<file path="config.mk">
export PLATFORM = sky130hd
export DESIGN_NAME = mlp_loopback_setup
export DESIGN_NICKNAME = d
export VERILOG_FILES = /design/src/mlp_pkg.sv /design/src/mlp_frame_byte.sv /design/src/mlp_loopback_setup.sv
export SDC_FILE = /design/constraint.sdc
export NUM_CORES = 1
export LEC_CHECK = 0
export BUFFER_PORTS_ARGS = -buffer_cell sky130_fd_sc_hd__clkbuf_2
export CAP_MARGIN = 15
export CORE_MARGIN = 10
export CORE_UTILIZATION = 30
export DETAILED_ROUTE_END_ITERATION = 7
export SYNTH_ARGS = -nofsm -noshare
export SYNTH_HDL_FRONTEND = slang
export SYNTH_SLANG_ARGS = --single-unit
export TNS_END_PERCENT = 10
</file>
<file path="constraint.sdc">
create_clock -name sys_clk -period 2.6 [get_ports sys_clk]
set_clock_uncertainty 0.05 [all_clocks]
set_input_delay 0.39 -clock sys_clk [delete_from_list [all_inputs] [get_ports sys_clk]]
set_output_delay 0.39 -clock sys_clk [all_outputs]
set_load 0.02 [all_outputs]
</file>
<file path="src/mlp_pkg.sv">
package mlp_pkg;

  // ----------------------------------------------------------------
  // register indices (byte address is four times the index)
  // ----------------------------------------------------------------
  localparam logic [7:0] IDX_COUNT   = 8'h44;
  localparam logic [7:0] IDX_PATTERN = 8'h45;
  localparam logic [7:0] IDX_CRC_CNT = 8'h46;
  localparam logic [7:0] IDX_TO_CNT  = 8'h47;
  localparam logic [7:0] IDX_GOOD    = 8'h48;
  localparam logic [7:0] IDX_STATUS  = 8'h49;
  localparam logic [7:0] IDX_TX_CNT  = 8'h4D;
  localparam logic [7:0] IDX_RX_CNT  = 8'h4E;
  localparam logic [7:0] IDX_ADDR0   = 8'h52;
  localparam logic [7:0] IDX_ADDR5   = 8'h57;
  localparam logic [7:0] IDX_CTRL    = 8'h60;
  localparam logic [7:0] IDX_IRQ_ST  = 8'h61;
  localparam logic [7:0] IDX_IRQ_MSK = 8'h62;

  // ----------------------------------------------------------------
  // reset values and field positions
  // ----------------------------------------------------------------
  localparam logic [7:0] COUNT_RESET   = 8'h07;
  localparam logic [7:0] PATTERN_RESET = 8'h00;
  localparam logic [7:0] COUNT_MAX     = 8'h64;
  localparam int         STATUS_TO_BIT = 1;
  localparam int         CTRL_START    = 0;
  localparam int         CTRL_BUSY     = 1;
  localparam int         EV_DONE       = 0;
  localparam int         EV_CRC        = 1;
  localparam int         EV_TIMEOUT    = 2;
  localparam int         EV_GOOD       = 3;
  localparam int         EV_W          = 4;

  // ----------------------------------------------------------------
  // frame layout (lengths exclude the 4-byte FCS added by the MAC)
  // ----------------------------------------------------------------
  localparam logic [10:0] LEN_SHORT = 11'h03C;
  localparam logic [10:0] LEN_LONG  = 11'h5EA;
  localparam logic [10:0] POS_SA    = 11'h006;
  localparam logic [10:0] POS_TYPE  = 11'h00C;
  localparam logic [10:0] POS_DATA  = 11'h00E;
  localparam logic [15:0] ETH_TYPE  = 16'h0800;
  localparam logic [15:0] WORD_55AA = 16'h55AA;
  localparam logic [15:0] WORD_0F0F = 16'h0F0F;
  localparam logic [15:0] WORD_FF00 = 16'hFF00;
  localparam logic [7:0]  BCAST     = 8'hFF;

  localparam logic [7:0] PAT_64_UC_55   = 8'h00;
  localparam logic [7:0] PAT_1518_UC_55 = 8'h01;
  localparam logic [7:0] PAT_64_BC_55   = 8'h02;
  localparam logic [7:0] PAT_1518_BC_55 = 8'h04;
  localparam logic [7:0] PAT_64_UC_0F   = 8'h08;
  localparam logic [7:0] PAT_1518_UC_0F = 8'h10;
  localparam logic [7:0] PAT_64_BC_0F   = 8'h20;
  localparam logic [7:0] PAT_1518_BC_0F = 8'h40;
  localparam logic [7:0] PAT_1518_BC_FF = 8'h80;

  typedef enum logic [0:0] {
    GEN_IDLE = 1'b0,
    GEN_SEND = 1'b1
  } mlp_gen_e;

  // ----------------------------------------------------------------
  // pattern decoding
  // ----------------------------------------------------------------
  function automatic logic pat_long(input logic [7:0] p);
    pat_long = (p == PAT_1518_UC_55) || (p == PAT_1518_BC_55) || (p == PAT_1518_UC_0F)
            || (p == PAT_1518_BC_0F) || (p == PAT_1518_BC_FF);
  endfunction : pat_long

  function automatic logic pat_bcast(input logic [7:0] p);
    pat_bcast = (p == PAT_64_BC_55) || (p == PAT_1518_BC_55) || (p == PAT_64_BC_0F)
             || (p == PAT_1518_BC_0F) || (p == PAT_1518_BC_FF);
  endfunction : pat_bcast

  function automatic logic [15:0] pat_word(input logic [7:0] p);
    if (p == PAT_1518_BC_FF) begin
      pat_word = WORD_FF00;
    end else if (p >= PAT_64_UC_0F) begin
      pat_word = WORD_0F0F;
    end else begin
      pat_word = WORD_55AA;
    end
  endfunction : pat_word

  function automatic logic [7:0] sat_inc(input logic [7:0] v);
    sat_inc = (v == 8'hFF) ? v : v + 8'h01;
  endfunction : sat_inc

endpackage : mlp_pkg

</file>
<file path="src/mlp_frame_byte.sv">
`timescale 1ns/1ps
`default_nettype none
module mlp_frame_byte
  import mlp_pkg::*;
(
  input  wire logic [10:0]     idx,
  input  wire logic [7:0]      pattern,
  input  wire logic [5:0][7:0] addr,
  input  wire logic [7:0]      da_last,
  output logic      [7:0]      data
);

  logic [10:0] rel;
  logic [15:0] word;

  always_comb begin
    rel  = 11'h000;
    word = pat_word(pattern);
    if (idx < POS_SA) begin
      if (pat_bcast(pattern)) begin
        data = BCAST;
      end else if (idx == POS_SA - 11'h001) begin
        data = da_last;
      end else begin
        data = addr[idx[2:0]];
      end
    end else if (idx < POS_TYPE) begin
      rel  = idx - POS_SA;
      data = addr[rel[2:0]];
    end else if (idx == POS_TYPE) begin
      data = ETH_TYPE[15:8];
    end else if (idx == POS_TYPE + 11'h001) begin
      data = ETH_TYPE[7:0];
    end else begin
      rel  = idx - POS_DATA;
      data = rel[0] ? word[7:0] : word[15:8];
    end
  end

endmodule : mlp_frame_byte
`default_nettype wire

</file>
<file path="src/mlp_loopback_setup.sv">
`timescale 1ns/1ps
`default_nettype none
module mlp_loopback_setup
  import mlp_pkg::*;
(
  input  wire logic        sys_clk,
  input  wire logic        resetn,
  input  wire logic [9:0]  avs_address,
  input  wire logic        avs_read,
  input  wire logic        avs_write,
  input  wire logic [31:0] avs_writedata,
  input  wire logic [3:0]  avs_byteenable,
  output logic      [31:0] avs_readdata,
  output logic             avs_waitrequest,
  output logic             irq,
  input  wire logic        center_side,
  input  wire logic        rx_loop_good,
  input  wire logic        rx_loop_crc_err,
  input  wire logic        reply_timeout,
  input  wire logic        rx_frame_valid,
  output logic             tx_valid,
  output logic      [7:0]  tx_data,
  output logic             tx_sof,
  output logic             tx_eof,
  input  wire logic        tx_ready
);

  // ----------------------------------------------------------------
  // state
  // ----------------------------------------------------------------
  typedef struct packed {
    logic             waitreq;
    logic [31:0]      readdata;
    logic             irq;
    logic [7:0]       count;
    logic [7:0]       pattern;
    logic [7:0]       crc_cnt;
    logic [7:0]       to_cnt;
    logic [7:0]       good_cnt;
    logic             to_flag;
    logic [7:0]       tx_cnt;
    logic [7:0]       rx_cnt;
    logic [5:0][7:0]  addr;
    logic [EV_W-1:0]  irq_stat;
    logic [EV_W-1:0]  irq_mask;
    mlp_gen_e         st;
    logic [10:0]      byte_idx;
    logic [7:0]       frame_idx;
    logic [7:0]       da_last;
    logic [7:0]       run_pattern;
    logic             tx_valid;
    logic [7:0]       tx_data;
    logic             tx_sof;
    logic             tx_eof;
  } mlp_state_s;

  mlp_state_s r;
  mlp_state_s next_r;

  logic [7:0]  gen_byte;
  logic [7:0]  idx;
  logic        req;
  logic        acc_wr;
  logic        acc_rd;
  logic        zero_wr;
  logic        start;
  logic        frame_end;
  logic        advance;
  logic [10:0] last_idx;
  logic [EV_W-1:0] ev;
  logic [EV_W-1:0] w1c;
  logic [7:0]  rd;

  mlp_frame_byte u_byte (
    .idx     (r.byte_idx),
    .pattern (r.run_pattern),
    .addr    (r.addr),
    .da_last (r.da_last),
    .data    (gen_byte)
  );

  assign avs_readdata    = r.readdata;
  assign avs_waitrequest = r.waitreq;
  assign irq             = r.irq;
  assign tx_valid        = r.tx_valid;
  assign tx_data         = r.tx_data;
  assign tx_sof          = r.tx_sof;
  assign tx_eof          = r.tx_eof;

  // ----------------------------------------------------------------
  // next state
  // ----------------------------------------------------------------
  always_comb begin
    next_r    = r;
    idx       = avs_address[9:2];
    req       = avs_read || avs_write;
    acc_wr    = avs_write && !r.waitreq && avs_byteenable[0];
    acc_rd    = avs_read && !r.waitreq;
    zero_wr   = acc_wr && (idx == IDX_COUNT) && (avs_writedata[7:0] == 8'h00);
    start     = acc_wr && (idx == IDX_CTRL) && avs_writedata[CTRL_START] && center_side
             && (r.st == GEN_IDLE) && (r.count != 8'h00) && (r.count <= COUNT_MAX);
    last_idx  = (pat_long(r.run_pattern) ? LEN_LONG : LEN_SHORT) - 11'h001;
    advance   = (r.st == GEN_SEND) && (!r.tx_valid || tx_ready);
    frame_end = advance && (r.byte_idx == last_idx);
    ev        = '0;
    w1c       = '0;
    rd        = 8'h00;

    // bus slave: one wait cycle, then the request is accepted
    next_r.waitreq = !(req && r.waitreq);
    case (idx)
      IDX_COUNT:   rd = r.count;
      IDX_PATTERN: rd = r.pattern;
      IDX_CRC_CNT: rd = r.crc_cnt;
      IDX_TO_CNT:  rd = r.to_cnt;
      IDX_GOOD:    rd = r.good_cnt;
      IDX_STATUS:  rd = {6'h00, r.to_flag, 1'b0};
      IDX_TX_CNT:  rd = r.tx_cnt;
      IDX_RX_CNT:  rd = r.rx_cnt;
      IDX_CTRL:    rd = {6'h00, (r.st == GEN_SEND), 1'b0};
      IDX_IRQ_ST:  rd = {4'h0, r.irq_stat};
      IDX_IRQ_MSK: rd = {4'h0, r.irq_mask};
      default: begin
        if (idx >= IDX_ADDR0 && idx <= IDX_ADDR5) begin
          rd = r.addr[3'(idx - IDX_ADDR0)];
        end else begin
          rd = 8'h00;
        end
      end
    endcase
    if (req && r.waitreq) begin
      next_r.readdata = {24'h0000_00, rd};
    end

    // register writes
    if (acc_wr) begin
      case (idx)
        IDX_COUNT:   next_r.count    = avs_writedata[7:0];
        IDX_PATTERN: next_r.pattern  = avs_writedata[7:0];
        IDX_IRQ_MSK: next_r.irq_mask = avs_writedata[EV_W-1:0];
        IDX_IRQ_ST:  w1c             = avs_writedata[EV_W-1:0];
        default: begin
          if (idx >= IDX_ADDR0 && idx <= IDX_ADDR5) begin
            next_r.addr[3'(idx - IDX_ADDR0)] = avs_writedata[7:0];
          end
        end
      endcase
    end

    // frame generator
    case (r.st)
      GEN_IDLE: begin
        if (start) begin
          next_r.st          = GEN_SEND;
          next_r.run_pattern = r.pattern;
          next_r.byte_idx    = 11'h000;
          next_r.frame_idx   = 8'h00;
          next_r.da_last     = r.addr[5] + 8'h01;
        end
        if (tx_ready) begin
          next_r.tx_valid = 1'b0;
        end
      end
      GEN_SEND: begin
        if (advance) begin
          next_r.tx_valid = 1'b1;
          next_r.tx_data  = gen_byte;
          next_r.tx_sof   = (r.byte_idx == 11'h000);
          next_r.tx_eof   = frame_end;
          next_r.byte_idx = r.byte_idx + 11'h001;
        end
        if (frame_end) begin
          next_r.byte_idx  = 11'h000;
          next_r.frame_idx = r.frame_idx + 8'h01;
          next_r.da_last   = r.da_last + 8'h01;
          next_r.tx_cnt    = sat_inc(r.tx_cnt);
          if (r.frame_idx + 8'h01 == r.count) begin
            next_r.st    = GEN_IDLE;
            ev[EV_DONE]  = 1'b1;
          end
        end
        if (zero_wr) begin
          next_r.st = GEN_IDLE;
        end
      end
      default: next_r.st = GEN_IDLE;
    endcase

    // returned frames counted on both sides, result counters center side only
    if (rx_frame_valid) begin
      next_r.rx_cnt = sat_inc(r.rx_cnt);
    end
    if (center_side && rx_loop_crc_err) begin
      next_r.crc_cnt = sat_inc(r.crc_cnt);
      ev[EV_CRC]     = 1'b1;
    end
    if (center_side && rx_loop_good) begin
      next_r.good_cnt = sat_inc(r.good_cnt);
      ev[EV_GOOD]     = 1'b1;
    end
    if (acc_rd && idx == IDX_STATUS) begin
      next_r.to_flag = 1'b0;
    end
    if (center_side && reply_timeout) begin
      next_r.to_flag = 1'b1;
      next_r.to_cnt  = sat_inc(r.to_cnt);
      ev[EV_TIMEOUT] = 1'b1;
    end

    // zero count write clears tx/rx counts, result counters center side only
    if (zero_wr) begin
      next_r.tx_cnt = 8'h00;
      next_r.rx_cnt = 8'h00;
      if (center_side) begin
        next_r.crc_cnt  = 8'h00;
        next_r.to_cnt   = 8'h00;
        next_r.good_cnt = 8'h00;
      end
    end

    // interrupt: set wins over write-one-to-clear
    next_r.irq_stat = (r.irq_stat & ~w1c) | ev;
    next_r.irq      = |(next_r.irq_stat & next_r.irq_mask);
  end

  // ----------------------------------------------------------------
  // registers
  // ----------------------------------------------------------------
  always_ff @(posedge sys_clk or negedge resetn) begin
    if (!resetn) begin
      r             <= '0;
      r.waitreq     <= 1'b1;
      r.count       <= COUNT_RESET;
      r.pattern     <= PATTERN_RESET;
      r.run_pattern <= PATTERN_RESET;
      r.st          <= GEN_IDLE;
    end else begin
      r <= next_r;
    end
  end

endmodule : mlp_loopback_setup
`default_nettype wire

</file>
==> summary.md <==
| Metric | Value |
|---|---|
| Status | complete, no violations |
| Simple-Gate Fraction of Synth Area | 16.3% |
| Diodes inserted | 0 |
| Power Density | 529 nW/um2 |
| Library cells used by synthesis | 70 |
| Fmax | 0.385 GHz |
| Die Y | 207 um |
| Synth Area in Compound Gates | 14.9% |
| Top-level I/O count | 101 |
| CTS tree | done |
| Static leakage | 0.00543 uW |
| Most frequent cell after synthesis | dfrtp_1 |
| Slowest-stage cell, CP | or4_1 |
| CP Class | reg -> reg |
| Root buf cell | clkbuf_16 |
| Adder-Cell Fraction of Synth Area | 1.91% |
| Core Area | 34500 um2 |
| Layout cells sized above 1 | 26.3% |
| DR vias | 8464 |
| DRC | 0 |
| Worst R2R Path Depth | 8 |
| Initial DRC count | 636 |
| Commonest cells post-synth | 166 x dfrtp_1, 105 x nand2_1, 88 x mux2_2 |
| Main combinational cell family by area after synthesis | multiplexers |
| CTS Buffer Depth | 2 |
| WL per Instance | 18.5 um |
| Clk_lat worst skew | 0.44 ns |
| Initial Utilization | 30.3% |
| CP max FO | 4 |
| DRT antenna net count | 0 |
| Setup crit start kind | flop |
| Largest net degree at the start of global routing | 46 |
| Delay of the slowest cell on the worst path | 0.52 ns |
| Rel. slew slack | 52.0% |
| Required @ worst endpoint | 2.92 ns |
| Post-Synthesis Cell Area | 10500 um2 |
| CTS Sinks | 170 |
| Pre-Repair DR Iteration Count | 7 |
| Setup slack at placement | -0.0486 ns |
| Grt total ovfl | 0 |
| Initial antenna violation count | 0 |
| H-tree depth | 4 |
| Hold WS | 0.214 ns |
| CP top delay family | simple AND/OR/NAND/NOR gates |
| Max Cap Viol | 0 |
| Worst EP arrival | 2.92 ns |
| Worst vdd ir | 0.531 mV |
| Final min period | 2.60 ns |
| Post-Syn Area per Cell | 9.88 um2 |
| Total GRT Usage | 13.8% |
| Area Overhead vs Synth | 17.7% |
| Clk slew on worst S/H paths | 0.07 ns |
| XOR/XNOR Fraction of Synth Area | 2.60% |
| Actual slew at the worst max-slew pin | 0.713 ns |
| Count of pins over their slew limit | 0 |
| Final WL | 29.6 mm |
| Sequential cell area fraction in the yosys report | 40.7% |
| Top-area cell type share of the netlist area | 39.7% |
| First-pass GRT wire length | 46.6 mm |
| Setup slack after layout | 0.00326 ns |
| Endpoints failing setup | 0 |
| # rows | 68 |
| Ys async rst share | 100% |
| Ys flop type | dfrtp_1 |
| Via density | 5.28 |
| CP Capture Type | flop |
| EDFF count, synth | 0 |
| # nets final | 1208 |
| Mapped Cells | 1058 |
| Hold Crit Class | in -> reg |
| CP Buf/Inv Count | 2 |
| Hold Vio Cnt, Final | 0 |
| Hold path cells | 2 |
| Gp weighted congestion | 0.920 |
| Area post-placement | 11600 um2 |
| Post-synthesis mux area share | 17.7% |
| Total die area | 42700 um2 |
| Cell taking the most area after synthesis | dfrtp_1 |
| Number of buffers created by CTS | 17 |
| Design Area, Final | 12300 um2 |
| Vias in the first global route | 8143 |
| Count of warnings emitted by yosys | 0 |
| Flops & latches, synth | 170 |
| Crit-path cells | or4b_1, o32a_1, a21boi_2, buf_4, mux2i_4, buf_6, or4_1, a21oi_2 |
| Fill cells | 3462 |
| CP Depth | 8 |
| Main area contributors after synthesis | dfrtp_1 40%, mux2_2 9.5%, mux4_2 5.0%, nand2_1 3.8%, mux2i_1 3.3% |
| Final HPWL DP | 22.2 mm |
| Die W | 207 um |
| Port Buffers | 47 |
| RSZ-0062 raised after global routing | yes |
| Fin crit share | 99.9% |
## power by group
| part | internal, uW | leakage [uW] | switching [uW] |
|---|---|---|---|
| Clock | 1710 | 0.000316 | 1110 |
| Combinational | 288 | 0.00281 | 402 |
| Sequential | 2790 | 0.00230 | 208 |
## kinds of logic (layout without fill, tap and decap cells)
group | after synthesis | count (layout)
buf+inv | 123 | 191
mux | 145 | 145
flops | 170 | 170
simple gates | 340 | 340
fa+ha+maj | 16 | 16
other cells | 1 | 24
xor+xnor | 31 | 31
compound gates | 232 | 232
## final cells by class
class / instances / area, um2 / share of cell area (%)
Tap cell: 455 / 569 / 4.63
Clock buffer: 22 / 484 / 3.93
Sequential cell: 170 / 4260 / 34.6
Clock inverter: 10 / 164 / 1.33
Inverter: 26 / 97.6 / 0.793
Multi-Input combinational cell: 788 / 5720 / 46.5
Timing Repair Buffer: 133 / 1010 / 8.20
## per-stage QoR
stage	cells	utilization, %	total power, uW	setup TNS [ns]
final	1604	35.7	6520	0
after global routing	1604	35.7	6760	-0.976
after CTS	1603	35.6	6550	0
after detailed placement	1568	33.6	3730	-0.0486
after global placement	1568	33.6	3710	-0.00293
after floorplan	1081	-	3430	-0.0152
## cells in the final DEF (no fill, tap or decap), drive strengths merged, types with 13 or more instances in the layout
cell type | Yosys | routed
ha | 16 | 16
nand2 | 105 | 105
nor3 | 14 | 14
o211ai | 15 | 15
nand3 | 48 | 48
and3 | 25 | 25
conb | 1 | 24
mux2i | 34 | 34
mux4 | 23 | 23
inv | 26 | 26
mux2 | 88 | 88
o31ai | 18 | 18
xor2 | 16 | 16
o22ai | 18 | 18
a31oi | 13 | 13
dfrtp | 166 | 166
a21oi | 35 | 35
nor2 | 57 | 57
clkbuf | 45 | 68
a22oi | 19 | 19
o21ai | 54 | 54
buf | 52 | 86
nand4 | 16 | 16
xnor2 | 15 | 15
## worst paths after layout
check / slack, ns / start / end
setup / recovery: 0.003 / r[18] / r[118]
hold / removal: 0.21 / avs_read / avs_waitrequest
setup reg to reg: 0.003 / r[18] / r[118]
hold reg to reg: 0.42 / tx_sof / tx_sof
max in group asynchronous: 1.32 / resetn / avs_waitrequest
min in group asynchronous: 0.43 / resetn / r[29]
## repair_timing
action | CTS | global route
gates cloned | 0 | 0
gates resized for setup | 3 | 10
hold buffers | 1 | 0
endpoints found under the setup margin | 2 | 22
hold endpoints to repair | 38 | 0
buffers inserted | 2 | 1
pin swaps | 2 | 12
## routing by layer
| layer | wire (um) | track usage (%) |
|---|---|---|
| met4 | 332 | 3.29 |
| met3 | 1290 | 2.34 |
| met1 | 14100 | 19.4 |
| met2 | 13900 | 21.6 |
| met5 | 0 | 0 |
No activity file was read; power rests on OpenSTA's default activity.
